File: src/cfg_loader_pkg.sv
package cfg_loader_pkg;

  // ----------------------------------------------------------------------
  // Timing of the two-wire link
  // ----------------------------------------------------------------------
  localparam int CORE_CLK_NS    = 20;
  localparam int LINK_BIT_NS    = 10000;
  // A quarter bit is a least time, so it rounds up to whole core cycles.
  localparam int QUARTER_CYCLES = (LINK_BIT_NS / 4 + CORE_CLK_NS - 1) / CORE_CLK_NS;

  // ----------------------------------------------------------------------
  // Addressing and load image layout
  // ----------------------------------------------------------------------
  localparam logic [3:0] DEV_TYPE         = 4'ha;
  localparam logic [2:0] BANK_DEFAULT     = 3'h0;
  localparam logic [7:0] LOAD_START_ADDR  = 8'h00;
  localparam logic [7:0] SIGNATURE_DEF    = 8'h55;
  localparam int         LOAD_BYTES       = 7;
  localparam logic [3:0] FIRST_READ_STEP  = 4'h5;
  localparam logic [3:0] LOAD_LAST_STEP   = 4'hb;
  localparam logic [3:0] HOST_STOP_STEP   = 4'h6;
  localparam int         HDR_POS          = 0;
  localparam int         VID_LO_POS       = 1;
  localparam int         VID_HI_POS       = 2;
  localparam int         SID_LO_POS       = 3;
  localparam int         SID_HI_POS       = 4;
  localparam int         CFG0_POS         = 5;
  localparam int         CFG1_POS         = 6;

  // ----------------------------------------------------------------------
  // Built-in defaults kept when nothing valid is loaded
  // ----------------------------------------------------------------------
  localparam logic [15:0] DEF_SUBSYS_VID = 16'h0000;
  localparam logic [15:0] DEF_SUBSYS_ID  = 16'h0000;
  localparam logic [7:0]  DEF_CFG0       = 8'h00;
  localparam logic [7:0]  DEF_CFG1       = 8'h00;

  // ----------------------------------------------------------------------
  // Types
  // ----------------------------------------------------------------------
  typedef enum logic [1:0] {OP_START, OP_STOP, OP_WRITE, OP_READ} link_op_e;
  typedef enum logic [1:0] {MODE_LOAD, MODE_HREAD, MODE_HWRITE} seq_mode_e;

  typedef struct packed {
    link_op_e   op;
    logic [7:0] data;
    logic       last;
  } link_cmd_s;

  typedef struct packed {
    logic       we;
    logic [7:0] addr;
    logic [7:0] wdata;
  } host_req_s;

  typedef struct packed {
    logic [15:0] subsys_vendor_id;
    logic [15:0] subsys_id;
    logic [7:0]  cfg0;
    logic [7:0]  cfg1;
  } cfg_image_s;

endpackage

File: src/eeprom_config_loader.sv
`timescale 1ns/10ps
// Contract
// - After reset, probe the memory and load both subsystem IDs and two config bytes.
// - Reject a bad signature header, stop the transfer and commit nothing.
// - Without memory or with rejected contents, keep the built-in defaults.
// - After loading, the host may read and write the memory through this block.
// - Data changes only while the serial clock is low during byte transfers.
// - Data changes with clock high are only start or stop conditions.
// - Reads begin with a dummy write: start, slave address, byte address (zero for the load, the host address otherwise).
// - Slave address is the four-bit device type then three bank bits.
// - Load starts at address zero, host access at the requested address, one byte at a time, memory auto-increments.
// - A power-up load that passes the header check reads exactly seven bytes before ending.
module eeprom_config_loader #(
  parameter logic [2:0]  BANK_SEL   = cfg_loader_pkg::BANK_DEFAULT,
  parameter logic [7:0]  SIGNATURE  = cfg_loader_pkg::SIGNATURE_DEF,
  parameter int          QUARTER    = cfg_loader_pkg::QUARTER_CYCLES
) (
  // Clock and reset
  input  wire logic                       core_clk,
  input  wire logic                       rstn,
  // Host access port
  input  wire logic                       host_valid,
  input  wire cfg_loader_pkg::host_req_s  host_req,
  output logic                            host_ready,
  output logic                            host_done,
  output logic                            host_err,
  output logic [7:0]                      host_rdata,
  // Configuration and load status
  output cfg_loader_pkg::cfg_image_s      cfg,
  output logic                            load_done,
  output logic                            mem_present,
  output logic                            cfg_loaded,
  // Two-wire memory link
  input  wire logic                       cfg_mem_serial_data_in,
  output logic                            cfg_mem_serial_data_out,
  output logic                            cfg_mem_serial_data_oe,
  output logic                            cfg_mem_serial_clock
);
  import cfg_loader_pkg::*;

  typedef enum logic [1:0] {ST_IDLE, ST_ISSUE, ST_WAIT} seq_state_e;

  seq_state_e  state;
  seq_mode_e   mode;
  logic [3:0]  step;
  logic        err;
  logic        addr_nack;
  host_req_s   req;
  logic [7:0]  shadow [LOAD_BYTES];
  logic [3:0]  read_count;

  link_cmd_s   cmd;
  logic        cmd_ready;
  logic        eng_done;
  logic        ack_seen;
  logic [7:0]  rx_byte;
  logic [7:0]  rx_shift;

  // ----------------------------------------------------------------------
  // Step table: one entry per link primitive of each transfer kind
  // ----------------------------------------------------------------------
  function automatic link_cmd_s seq_cmd(input seq_mode_e m, input logic [3:0] s,
                                        input logic [7:0] a, input logic [7:0] d,
                                        input logic fail);
    link_cmd_s c;
    logic [7:0] dev_w;
    logic [7:0] dev_r;
    dev_w = {DEV_TYPE, BANK_SEL, 1'b0};
    dev_r = {DEV_TYPE, BANK_SEL, 1'b1};
    c     = '{op: OP_STOP, data: 8'h00, last: 1'b0};
    if (!fail) begin
      if (s == 4'h0) begin
        c.op = OP_START;
      end else if (s == 4'h1) begin
        c = '{op: OP_WRITE, data: dev_w, last: 1'b0};
      end else if (s == 4'h2) begin
        c = '{op: OP_WRITE, data: (m == MODE_LOAD) ? LOAD_START_ADDR : a, last: 1'b0};
      end else if (s == 4'h3) begin
        c = (m == MODE_HWRITE) ? link_cmd_s'{op: OP_WRITE, data: d, last: 1'b0} :
                                 link_cmd_s'{op: OP_START, data: 8'h00, last: 1'b0};
      end else if (s == 4'h4) begin
        c = (m == MODE_HWRITE) ? link_cmd_s'{op: OP_STOP, data: 8'h00, last: 1'b0} :
                                 link_cmd_s'{op: OP_WRITE, data: dev_r, last: 1'b0};
      end else if (m == MODE_LOAD && s <= LOAD_LAST_STEP) begin
        c = '{op: OP_READ, data: 8'h00, last: s == LOAD_LAST_STEP};
      end else if (m == MODE_HREAD && s < HOST_STOP_STEP) begin
        c = '{op: OP_READ, data: 8'h00, last: 1'b1};
      end
    end
    return c;
  endfunction

  // ----------------------------------------------------------------------
  // Decode of the current step and of its outcome
  // ----------------------------------------------------------------------
  wire [3:0] rd_off     = step - FIRST_READ_STEP;
  wire [2:0] rd_idx     = rd_off[2:0];
  wire       issue      = (state == ST_ISSUE) && cmd_ready;
  wire       step_done  = (state == ST_WAIT) && eng_done;
  wire       is_stop    = (cmd.op == OP_STOP);
  wire       wr_nack    = step_done && (cmd.op == OP_WRITE) && !ack_seen;
  wire       hdr_step   = (mode == MODE_LOAD) && (step == FIRST_READ_STEP);
  // The header is judged before its acknowledge bit, so a bad header is
  // answered with a nack and the memory lets go of the line at once.
  wire       hdr_bad    = hdr_step && (rx_shift != SIGNATURE);
  wire       rd_store   = step_done && (cmd.op == OP_READ) && (mode == MODE_LOAD);
  wire       finishing  = step_done && is_stop;
  wire       host_take  = (state == ST_IDLE) && host_valid;

  assign cmd        = seq_cmd(mode, step, req.addr, req.wdata, err);
  assign host_ready = (state == ST_IDLE);

  // ----------------------------------------------------------------------
  // Sequencer: power-up load first, then host transfers on request
  // ----------------------------------------------------------------------
  always_ff @(posedge core_clk or negedge rstn) begin
    if (!rstn) begin
      state <= ST_ISSUE;
      mode  <= MODE_LOAD;
      step  <= 4'h0;
      err   <= 1'b0;
      req   <= '0;
    end else begin
      if (host_take) begin
        state <= ST_ISSUE;
        mode  <= host_req.we ? MODE_HWRITE : MODE_HREAD;
        req   <= host_req;
        step  <= 4'h0;
        err   <= 1'b0;
      end else if (issue) begin
        state <= ST_WAIT;
      end else if (finishing) begin
        state <= ST_IDLE;
      end else if (step_done) begin
        state <= ST_ISSUE;
        step  <= step + 4'h1;
        if (wr_nack || (rd_store && step == FIRST_READ_STEP && rx_byte != SIGNATURE)) begin
          err <= 1'b1;
        end
      end
    end
  end

  // Address nack marks the memory as absent; header rejection does not.
  always_ff @(posedge core_clk or negedge rstn) begin
    if (!rstn) begin
      addr_nack <= 1'b0;
    end else if (wr_nack && mode == MODE_LOAD) begin
      addr_nack <= 1'b1;
    end
  end

  // ----------------------------------------------------------------------
  // Load image capture and commit
  // ----------------------------------------------------------------------
  always_ff @(posedge core_clk or negedge rstn) begin
    if (!rstn) begin
      for (int i = 0; i < LOAD_BYTES; i++) begin
        shadow[i] <= 8'h00;
      end
      read_count <= 4'h0;
    end else if (rd_store && !err) begin
      shadow[rd_idx] <= rx_byte;
      read_count     <= read_count + 4'h1;
    end
  end

  // Nothing reaches the live image until the stop after all seven bytes,
  // so a load that breaks off part way leaves the defaults intact.
  always_ff @(posedge core_clk or negedge rstn) begin
    if (!rstn) begin
      cfg         <= '{subsys_vendor_id: DEF_SUBSYS_VID, subsys_id: DEF_SUBSYS_ID,
                       cfg0: DEF_CFG0, cfg1: DEF_CFG1};
      load_done   <= 1'b0;
      mem_present <= 1'b0;
      cfg_loaded  <= 1'b0;
    end else if (finishing && mode == MODE_LOAD) begin
      load_done   <= 1'b1;
      mem_present <= !addr_nack;
      if (!err && read_count == 4'(LOAD_BYTES)) begin
        cfg_loaded <= 1'b1;
        cfg        <= '{subsys_vendor_id: {shadow[VID_HI_POS], shadow[VID_LO_POS]},
                        subsys_id:        {shadow[SID_HI_POS], shadow[SID_LO_POS]},
                        cfg0:             shadow[CFG0_POS],
                        cfg1:             shadow[CFG1_POS]};
      end
    end
  end

  // ----------------------------------------------------------------------
  // Host answer
  // ----------------------------------------------------------------------
  always_ff @(posedge core_clk or negedge rstn) begin
    if (!rstn) begin
      host_done  <= 1'b0;
      host_err   <= 1'b0;
      host_rdata <= 8'h00;
    end else begin
      host_done <= finishing && (mode != MODE_LOAD);
      if (finishing && mode != MODE_LOAD) begin
        host_err <= err;
      end
      if (step_done && cmd.op == OP_READ && mode == MODE_HREAD) begin
        host_rdata <= rx_byte;
      end
    end
  end

  // ----------------------------------------------------------------------
  // Bit engine
  // ----------------------------------------------------------------------
  link_bit_engine #(
    .QUARTER (QUARTER)
  ) u_engine (
    .core_clk  (core_clk),
    .rstn      (rstn),
    .cmd_valid (state == ST_ISSUE),
    .cmd       (cmd),
    .cmd_ready (cmd_ready),
    .nack_now  (hdr_bad),
    .done      (eng_done),
    .ack_seen  (ack_seen),
    .rx_byte   (rx_byte),
    .rx_shift  (rx_shift),
    .sda_in    (cfg_mem_serial_data_in),
    .scl_out   (cfg_mem_serial_clock),
    .sda_out   (cfg_mem_serial_data_out),
    .sda_oe    (cfg_mem_serial_data_oe)
  );

  // ----------------------------------------------------------------------
  // Checks
  // ----------------------------------------------------------------------
  a_load_header_ok: assert property (@(posedge core_clk) disable iff (!rstn)
    $rose(cfg_loaded) |-> shadow[HDR_POS] == SIGNATURE && load_done)
    else $error("image committed without a valid header");
  a_absent_keeps_def: assert property (@(posedge core_clk) disable iff (!rstn)
    $rose(load_done) && !mem_present |-> !cfg_loaded && cfg.subsys_id == DEF_SUBSYS_ID
    && cfg.subsys_vendor_id == DEF_SUBSYS_VID)
    else $error("absent memory changed the defaults");
  a_seven_read: assert property (@(posedge core_clk) disable iff (!rstn)
    $rose(cfg_loaded) |-> read_count == 4'h7)
    else $error("load did not read seven bytes");
  a_host_after_load: assert property (@(posedge core_clk) disable iff (!rstn)
    host_ready |-> load_done)
    else $error("host access offered before load finished");
  a_nack_ends_load: assert property (@(posedge core_clk) disable iff (!rstn)
    wr_nack && mode == MODE_LOAD |=> err && cmd.op == OP_STOP && !cfg_loaded)
    else $error("address nack did not end the load");
  a_first_is_start: assert property (@(posedge core_clk) disable iff (!rstn)
    issue && step == 4'h0 |-> cmd.op == OP_START ##1 state == ST_WAIT)
    else $error("transfer did not open with a start");

  c_load_ok: cover property (@(posedge core_clk) disable iff (!rstn) $rose(cfg_loaded));
  c_absent: cover property (@(posedge core_clk) disable iff (!rstn)
    $rose(load_done) && !mem_present);
  c_host_write: cover property (@(posedge core_clk) disable iff (!rstn)
    host_done && mode == MODE_HWRITE && !host_err);
  c_host_read: cover property (@(posedge core_clk) disable iff (!rstn)
    host_done && mode == MODE_HREAD && !host_err);

endmodule

File: src/link_bit_engine.sv
`timescale 1ns/10ps
module link_bit_engine #(
  parameter int QUARTER = cfg_loader_pkg::QUARTER_CYCLES
) (
  // Clock and reset
  input  wire logic                      core_clk,
  input  wire logic                      rstn,
  // Command from the sequencer and the results returned to it
  input  wire logic                      cmd_valid,
  input  wire cfg_loader_pkg::link_cmd_s cmd,
  output logic                           cmd_ready,
  input  wire logic                      nack_now,
  output logic                           done,
  output logic                           ack_seen,
  output logic [7:0]                     rx_byte,
  output logic [7:0]                     rx_shift,
  // Link pins
  input  wire logic                      sda_in,
  output logic                           scl_out,
  output logic                           sda_out,
  output logic                           sda_oe
);
  import cfg_loader_pkg::*;

  localparam int QW = $clog2(QUARTER + 1);

  logic                  busy;
  link_cmd_s             cur;
  logic [QW-1:0]         qcnt;
  logic [1:0]            phase;
  logic [3:0]            bitn;
  logic [7:0]            shift;
  logic                  sda_sync1;
  logic                  sda_sync2;

  // ----------------------------------------------------------------------
  // Timing decode and pin levels
  // ----------------------------------------------------------------------
  wire tick      = busy && (qcnt == QW'(QUARTER - 1));
  wire bit_end   = tick && (phase == 2'h3);
  wire byte_op   = (cur.op == OP_WRITE) || (cur.op == OP_READ);
  wire finish    = bit_end && (!byte_op || (bitn == 4'h8));
  wire lvl_mid   = (phase == 2'h1) || (phase == 2'h2);
  wire sample    = tick && (phase == 2'h2);
  // Data only moves in quarter 0 while the clock is low; start and stop
  // move it in quarter 2 with the clock high, which is what marks them.
  wire next_scl  = !busy ? scl_out : (cur.op == OP_STOP) ? (phase != 2'h0) : lvl_mid;
  wire next_low  = !busy                ? sda_oe :
                   (cur.op == OP_START) ? phase[1] :
                   (cur.op == OP_STOP)  ? !phase[1] :
                   (cur.op == OP_WRITE) ? ((bitn != 4'h8) && !shift[7]) :
                   ((bitn == 4'h8) && !(cur.last || nack_now));

  assign cmd_ready = !busy;
  assign rx_shift  = shift;
  assign sda_out   = 1'b0;

  // ----------------------------------------------------------------------
  // Pin synchroniser for the returned data level
  // ----------------------------------------------------------------------
  always_ff @(posedge core_clk or negedge rstn) begin
    if (!rstn) begin
      sda_sync1 <= 1'b1;
      sda_sync2 <= 1'b1;
    end else begin
      sda_sync1 <= sda_in;
      sda_sync2 <= sda_sync1;
    end
  end

  // Pins are registered so they never glitch; idle holds their last level, which leaves the bus high only after reset or a stop.
  always_ff @(posedge core_clk or negedge rstn) begin
    if (!rstn) begin
      scl_out <= 1'b1;
      sda_oe  <= 1'b0;
    end else begin
      scl_out <= next_scl;
      sda_oe  <= next_low;
    end
  end

  // ----------------------------------------------------------------------
  // Quarter, bit and command sequencing
  // ----------------------------------------------------------------------
  always_ff @(posedge core_clk or negedge rstn) begin
    if (!rstn) begin
      busy  <= 1'b0;
      cur   <= '0;
      qcnt  <= '0;
      phase <= 2'h0;
      bitn  <= 4'h0;
      done  <= 1'b0;
    end else begin
      done <= finish;
      if (!busy && cmd_valid) begin
        busy  <= 1'b1;
        cur   <= cmd;
        qcnt  <= '0;
        phase <= 2'h0;
        bitn  <= 4'h0;
      end else if (busy) begin
        qcnt <= tick ? '0 : qcnt + 1'b1;
        if (tick) begin
          phase <= phase + 2'h1;
        end
        if (bit_end) begin
          bitn <= bitn + 4'h1;
        end
        if (finish) begin
          busy <= 1'b0;
        end
      end
    end
  end

  // Shift register: loads the byte to send, collects the byte received.
  always_ff @(posedge core_clk or negedge rstn) begin
    if (!rstn) begin
      shift    <= 8'h00;
      ack_seen <= 1'b0;
      rx_byte  <= 8'h00;
    end else begin
      if (!busy && cmd_valid) begin
        shift <= cmd.data;
      end else if (sample && cur.op == OP_READ && bitn != 4'h8) begin
        shift <= {shift[6:0], sda_sync2};
      end else if (bit_end && cur.op == OP_WRITE && bitn != 4'h8) begin
        shift <= {shift[6:0], 1'b0};
      end
      if (sample && cur.op == OP_WRITE && bitn == 4'h8) begin
        ack_seen <= !sda_sync2;
      end
      if (finish && cur.op == OP_READ) begin
        rx_byte <= shift;
      end
    end
  end

  // ----------------------------------------------------------------------
  // Checks
  // ----------------------------------------------------------------------
  a_data_clock_low: assert property (@(posedge core_clk) disable iff (!rstn)
    busy && byte_op && $past(scl_out) && scl_out |-> $stable(sda_oe))
    else $error("data moved while clock high in a byte");
  a_start_only_edge: assert property (@(posedge core_clk) disable iff (!rstn)
    $rose(sda_oe) && scl_out && $past(scl_out) |-> cur.op == OP_START)
    else $error("falling data with clock high outside start");
  a_stop_only_edge: assert property (@(posedge core_clk) disable iff (!rstn)
    $fell(sda_oe) && scl_out && $past(scl_out) |-> cur.op == OP_STOP)
    else $error("rising data with clock high outside stop");
  a_last_byte_nack: assert property (@(posedge core_clk) disable iff (!rstn)
    busy && cur.op == OP_READ && cur.last && bitn == 4'h8 |-> !sda_oe)
    else $error("last read byte was acknowledged");
  a_read_byte_ack: assert property (@(posedge core_clk) disable iff (!rstn)
    busy && cur.op == OP_READ && !cur.last && !nack_now && bitn == 4'h8
    && phase == 2'h2 |-> sda_oe)
    else $error("read byte not acknowledged");
  a_byte_nine_bits: assert property (@(posedge core_clk) disable iff (!rstn)
    finish && byte_op |-> bitn == 4'h8 ##1 done)
    else $error("byte did not span nine bits");

endmodule

File: config.mk
export PLATFORM = sky130hd
export DESIGN_NAME = eeprom_config_loader
export DESIGN_NICKNAME = d
export VERILOG_FILES = /design/src/cfg_loader_pkg.sv /design/src/eeprom_config_loader.sv /design/src/link_bit_engine.sv
export SDC_FILE = /design/constraint.sdc
export NUM_CORES = 1
export LEC_CHECK = 0
export ABC_CLOCK_PERIOD_IN_PS = 3200
export BUFFER_PORTS_ARGS = -buffer_cell sky130_fd_sc_hd__buf_2
export CAP_MARGIN = 20
export CELL_PAD_IN_SITES_DETAIL_PLACEMENT = 1
export CELL_PAD_IN_SITES_GLOBAL_PLACEMENT = 1
export CORE_MARGIN = 2
export CORE_UTILIZATION = 44
export CTS_BUF_LIST = sky130_fd_sc_hd__clkbuf_4 sky130_fd_sc_hd__clkbuf_8
export CTS_CLUSTER_DIAMETER = 150
export DETAILED_ROUTE_END_ITERATION = 7
export HOLD_SLACK_MARGIN = 0.08
export PLACE_DENSITY = 0.88
export SYNTH_ARGS = -nofsm -noshare
export SYNTH_HDL_FRONTEND = slang
export SYNTH_SLANG_ARGS = --single-unit
export TNS_END_PERCENT = 100
File: constraint.sdc
create_clock -name core_clk -period 3.2 [get_ports core_clk]
set_input_delay 0.48 -clock core_clk [delete_from_list [all_inputs] [get_ports core_clk]]
set_output_delay 0.48 -clock core_clk [all_outputs]
set_load 0.01 [all_outputs]
# Word level (Yosys, flattened, before mapping)
# Index checks and enable logic that the tools add are counted.
[classes]
n_addsub = 6
n_mul = 0
n_div = 0
magnitude_cmp = 4
eq_ne = 27
n_shift = 0
n_mux = 48
n_bitwise = 1
n_reduce_logical = 66
[op_table]
columns = ["operator", "n"]
rows = [
  ["$mux 11", 9],
  ["$bwmux 56", 1],
  ["$mux 8", 5],
  ["$logic_and 1x1->1", 34],
  ["$mux 4", 7],
  ["$demux 8 s3", 1],
  ["$mux 7", 3],
  ["$mux 2", 9],
  ["$eq 2x2->1 const B", 8],
  ["$ne 8x7->1 const B", 2],
  ["$reduce_bool 2->1", 7],
  ["$add 4x1->4 const B", 3],
  ["$eq 4x3->1 const B", 3],
  ["$mux 1", 12],
  ["$eq 2x1->1 const B", 5],
  ["$logic_not 1->1", 9],
  ["$mux 9", 1],
  ["$eq 4x2->1 const B", 2],
  ["$eq 4x4->1 const B", 2],
  ["$add 7x1->7 const B", 1],
  ["$eq 7x7->1 const B", 1],
  ["$logic_not 2->1", 3],
  ["$reduce_and 2->1", 3],
  ["$logic_or 1x1->1", 5],
  ["15 further kinds", 16],
]
[word_totals]
ff_bits = 186
latchBits = 0
mem_bits_rw = 0
romBits = 0
inputBits = 21
mem_count = 0

# Logic depth before layout (Yosys ltp)
[depth]
ltp_word = 21
mapped_depth = 11
ltp_nobuf = 7

# Modules after synthesis
# Synthesis repeated with hierarchy kept, for this count alone.
[unflattened]
cells_unflattened = 618
area_unflattened_um2 = 7759.9
[modules_own_cells]
columns = ["module", "instances", "cells_each", "area_per_inst_um2", "seq_area_each_um2"]
rows = [
  ["eeprom_config_loader", 1, 446, 5844.4, 3479.6],
  ["link_bit_engine", 1, 172, 1915.6, 979.7],
]

# Worst setup path after synthesis
# OpenSTA, ideal clock, no wires.
[synth_path]
kind = "flip-flop to flip-flop"
from = "register step[0]"
to = "register cfg[38] (netlist name)"
setup_ps = 127
t_arrival_ps = 2908
slack_ps = 164
stages_incl_launch_ff = 11
path_buffers = 3
path_cell_list = "dfrtp_1 -> inv_1 -> ha_1 -> or4_1 -> a32o_1 -> buf_2 -> or2_4 -> a2111oi_4 -> buf_6 -> buf_6 -> mux2_1"
[synth_between]
elab_chain_cells = 14
[synth_lines]
columns = ["item", "line_no", "source"]
rows = [
  ["from (decl)", "eeprom_config_loader.sv:45", "logic [3:0] step;"],
  ["from (signal assigned)", "eeprom_config_loader.sv:136", "step <= step + 4'h1;"],
  ["$lt 4x3->1", "eeprom_config_loader.sv:86", "end else if (m == MODE_HREAD && s < HOST_STOP_STEP) begin"],
  ["$logic_and 1x1->1", "eeprom_config_loader.sv:86", ""],
  ["$mux 11", "eeprom_config_loader.sv:86", ""],
  ["$mux 11", "eeprom_config_loader.sv:84", "end else if (m == MODE_LOAD && s <= LOAD_LAST_STEP) begin"],
  ["$mux 11", "eeprom_config_loader.sv:81", "end else if (s == 4'h4) begin"],
  ["$mux 11", "eeprom_config_loader.sv:78", "end else if (s == 4'h3) begin"],
  ["$mux 11", "eeprom_config_loader.sv:76", "end else if (s == 4'h2) begin"],
  ["$mux 11", "eeprom_config_loader.sv:74", "end else if (s == 4'h1) begin"],
  ["$mux 2 *", "eeprom_config_loader.sv:72", "if (s == 4'h0) begin"],
  ["$mux 11 *", "eeprom_config_loader.sv:71", "if (!fail) begin"],
  ["$eq 2x1->1 *", "eeprom_config_loader.sv:100", "wire is_stop = (cmd.op == OP_STOP);"],
  ["$logic_and 1x1->1 *", "eeprom_config_loader.sv:107", "wire finishing = step_done && is_stop;"],
  ["$logic_and 1x1->1 *", "eeprom_config_loader.sv:177", "end else if (finishing && mode == MODE_LOAD) begin"],
  ["$reduce_and 2->1 (no line) *", "--", ""],
  ["to (signal assigned)", "eeprom_config_loader.sv:172", "cfg <= '{subsys_vendor_id: DEF_SUBSYS_VID, subsys_id: DEF_SUBSYS_ID,"],
  ["to (signal assigned)", "eeprom_config_loader.sv:182", "cfg <= '{subsys_vendor_id: {shadow[VID_HI_POS], shadow[VID_LO_POS]},"],
  ["to (decl)", "eeprom_config_loader.sv:29", "output cfg_loader_pkg::cfg_image_s cfg,"],
]
# Every way passes the cells marked *; elsewhere a longest branch is shown, timed or not.
# A chain may end at the register's enable or synchronous reset.

# Final worst setup path
[layout_path]
from = "register step[0]"
to = "register cfg[35] (netlist name)"
# The elaborated chain is that of the path after synthesis.

==> impl_metrics.yaml <==
cells_and_area:
  n_antenna_cell: 0
  stdcell_area_sq_um: 8830
  layout_common_cells: "174 x dfrtp_1, 90 x nand2_1, 83 x buf_2"
  layout-drive-gt1-share_pct: 27.2
  syn2layout_area_growth_pct: 15.0
  nNetsFinal: 770
  mostFrequentLayoutCell: "dfrtp_1"
floorplan:
  die_w_microns: 136
  die_h_microns: 136
  coreArea_sq_um: 17200
  dieArea_sq_um: 18500
  initial_utilization_pct: 44.7
  ios: 86
  std_cell_rows: 48
global_routing:
  grt_max_degree: 92
  antenna_found_initial: 0
  grt_pass1_wl_microns: 32400
  gr-total-overflow: 0
  grt_pass1_vias: 5971
  grt_util_all_layers_pct: 22.6
sta:
  tns_ns: 0
  setup_viol: 0
  finalCritPeriodShare_pct: 95.6
  fmax_mhz: 327
  finalCriticalPeriod_ns: 3.06
  rsz0062_at_grt: "false"
  drv_slew: 0
  fin_worst_skew_ns: 0.0157
  tightest_slew_ns: 0.860
  slew_headroom_pct: 42.4
  whs_ns: 0.177
  hold_violations: 0
clock_network:
  clock_sinks: 178
  cts_setup_buffers: 0
  clock_latency_ns: 0.47
  root_buffer: "clkbuf_8"
  cts_tree: "done"
  cts_buffers: 17
  cts_max_level: 4
  cts_buffer_depth: 2
  cts.clk_slew.worst_paths_ns: 0.10
placement:
  placed_area_sq_um: 8400
  gp_congestion: 0.903
  portBuffers: 84
  dp_hpwl_microns: 14100
setup_path:
  arrival_ns: 3.42
  regToRegSetupSlack_ns: 0.14
  crit_path_start_kind: "flop"
  cp.required_ns: 3.56
  cp_max_fo: 49
  cp-end-kind: "flop"
  crit_type: "reg2reg"
power_and_ir_drop:
  p_per_area_nw_per_um2: 445
  leakage_nw: 4.38
  peakVddDrop_v: 0.000279
drt:
  avgRoutedWirePerCell_microns: 20.4
  vias: 5483
  drt_iter0_drc: 414
  first_pass_iters: 4
  drt_wl_total_microns: 19900
  drc: 0
  via_per_inst: 5.62
  ant_nets: 0
min_path:
  hp-class: "in2reg"
logic_synthesis:
  syn_inst: 647
  synth_top_flop_cell: "dfrtp_1"
  muxShareOfSynthArea_pct: 10.9
  syn_nets: 680
  synth_top_family_by_area: "compound AO/OA/AOI/OAI gates"
  synth_edf_count: 0
  synth_fa_ha_area_share_pct: 1.95
  yosys_warnings: 0
  ys_types: 60
  ys_ff_latch: 178
  ys_seq_area_share_pct: 58.0
  synth_xor_area_share_pct: 1.37
  synth-simple-area-share_pct: 12.2
  synthArstFlopShare_pct: 100
  syn_avg_cell_area_sq_um: 11.9
  syn_area_sq_um: 7680
  synth_compound_area_share_pct: 12.7
job:
  cap_violations: 0
run_status:
  outcome: "completed"
-- worst paths after layout --
path	from	to	cells past startpoint
worst max-delay path	step[0]	cfg[35]	8
worst min-delay path	host_req[16]	mode[0]	2
worst max register to register	step[0]	cfg[35]	8
worst min register to register	u_engine.sda_sync1	u_engine.sda_sync2	0
max in group asynchronous	rstn	host_rdata[6]	3
min in group asynchronous	rstn	cfg[42]	2
-- report_power, final --
group | total [mW] | switching, mW | internal (mW)
registers | 2.25 | 0.000611 | 2.25
clock network | 1.62 | 0.948 | 0.670
logic | 0.0619 | 0.0474 | 0.0145
total | 3.93 | 0.996 | 2.93
-- state kept, by name, summed over array words and instances, names as in the netlist, 2 cells and up --
signal             count
cfg                   48
shadow                48
req                   16
host_rdata             8
u_engine.rx_byte       8
u_engine.rx_shift      8
u_engine.qcnt          7
read_count             4
step                   4
u_engine.bitn          4
u_engine.cur           3
mode                   2
state                  2
u_engine.phase         2
-- cell type report --
type / count / area, sq um
Clock buffer: 17 / 234
Clock inverter: 15 / 184
Sequential cell: 178 / 4460
Multi-Input combinational cell: 420 / 3010
Inverter: 15 / 56.3
Timing Repair Buffer: 105 / 614
Tap cell: 225 / 282
Fill cell: 1839 / 8340
-- repair_timing --
action / in CTS / in global routing
hold buffers: 2 / 0
hold endpoints to repair: 47 / 0
endpoints found under the setup margin: 0 / 8
gates resized for setup: 0 / 1
-- metal layers --
metal  global-route usage [%]  vias up  routed length, microns
li1                         -     2492                       -
met3                     3.91       20                     756
met5                        0        -                       0
met4                     7.29        0                     253
met1                     28.6     2843                    8580
met2                     39.5      128                   10300
-- per-stage QoR --
stage | util, % | worst slack, ns | instances | power (mW)
6_report | 51.4 | 0.140 | 975 | 3.93
5_1_grt | 51.4 | 0.0122 | 975 | 4.06
4_1_cts | 51.4 | 0.123 | 975 | 3.97
3_5_place_dp | 48.9 | 0.184 | 941 | 2.36
3_3_place_gp | 48.9 | 0.306 | 941 | 2.35
2_1_floorplan | - | 0.164 | 647 | 2.30
-- cells in the mapped netlist, drive strengths merged, types with 2 or more instances --
cell,number,area [sq um]
a21oi,13,65.1
o2bb2ai,48,420
dfstp,4,105
nor2,26,97.6
a222oi,2,20.0
nor3b,3,22.5
mux2i,7,70.1
a211oi,3,22.5
a22o,5,43.8
nand2b,12,75.1
nand4b,3,26.3
a211o,2,17.5
a32oi,2,17.5
inv,15,56.3
xor2,7,61.3
and3b,2,17.5
nand3,20,100
nor4bb,2,20.0
xnor2,5,43.8
and2,3,18.8
a32o,3,30.0
or3,2,12.5
or2,4,27.5
nand3b,2,15.0
o22ai,4,25.0
nand4,11,68.8
buf,10,71.3
clkbuf,24,90.1
a2bb2oi,5,43.8
o21a,3,22.5
nor2b,5,31.3
and3,2,12.5
dfrtp,174,4350
a21o,2,15.0
ha,12,150
o31ai,4,30.0
o21ai,18,90.1
nor3,4,20.0
a31oi,3,18.8
nand2,90,338
mux2,68,766
-- kinds of logic after synthesis --
kind of cell / Yosys count
multiplexers: 75
adder cells (fa/ha/maj): 12
AND/OR/NAND/NOR: 195
buffers and inverters: 49
XOR/XNOR: 12
AO/OA/AOI/OAI: 125
flip-flops: 178
other: 1
-- critical path, stage by stage (launching register included) --
cell,delay [ns]
dfrtp_1,0.40
inv_1,0.12
ha_1,0.31
or4_1,0.50
a32o_1,0.26
or2_4,0.29
a2111oi_4,0.34
buf_12,0.31
mux2_2,0.38
Power figures use the tool's default switching activity.
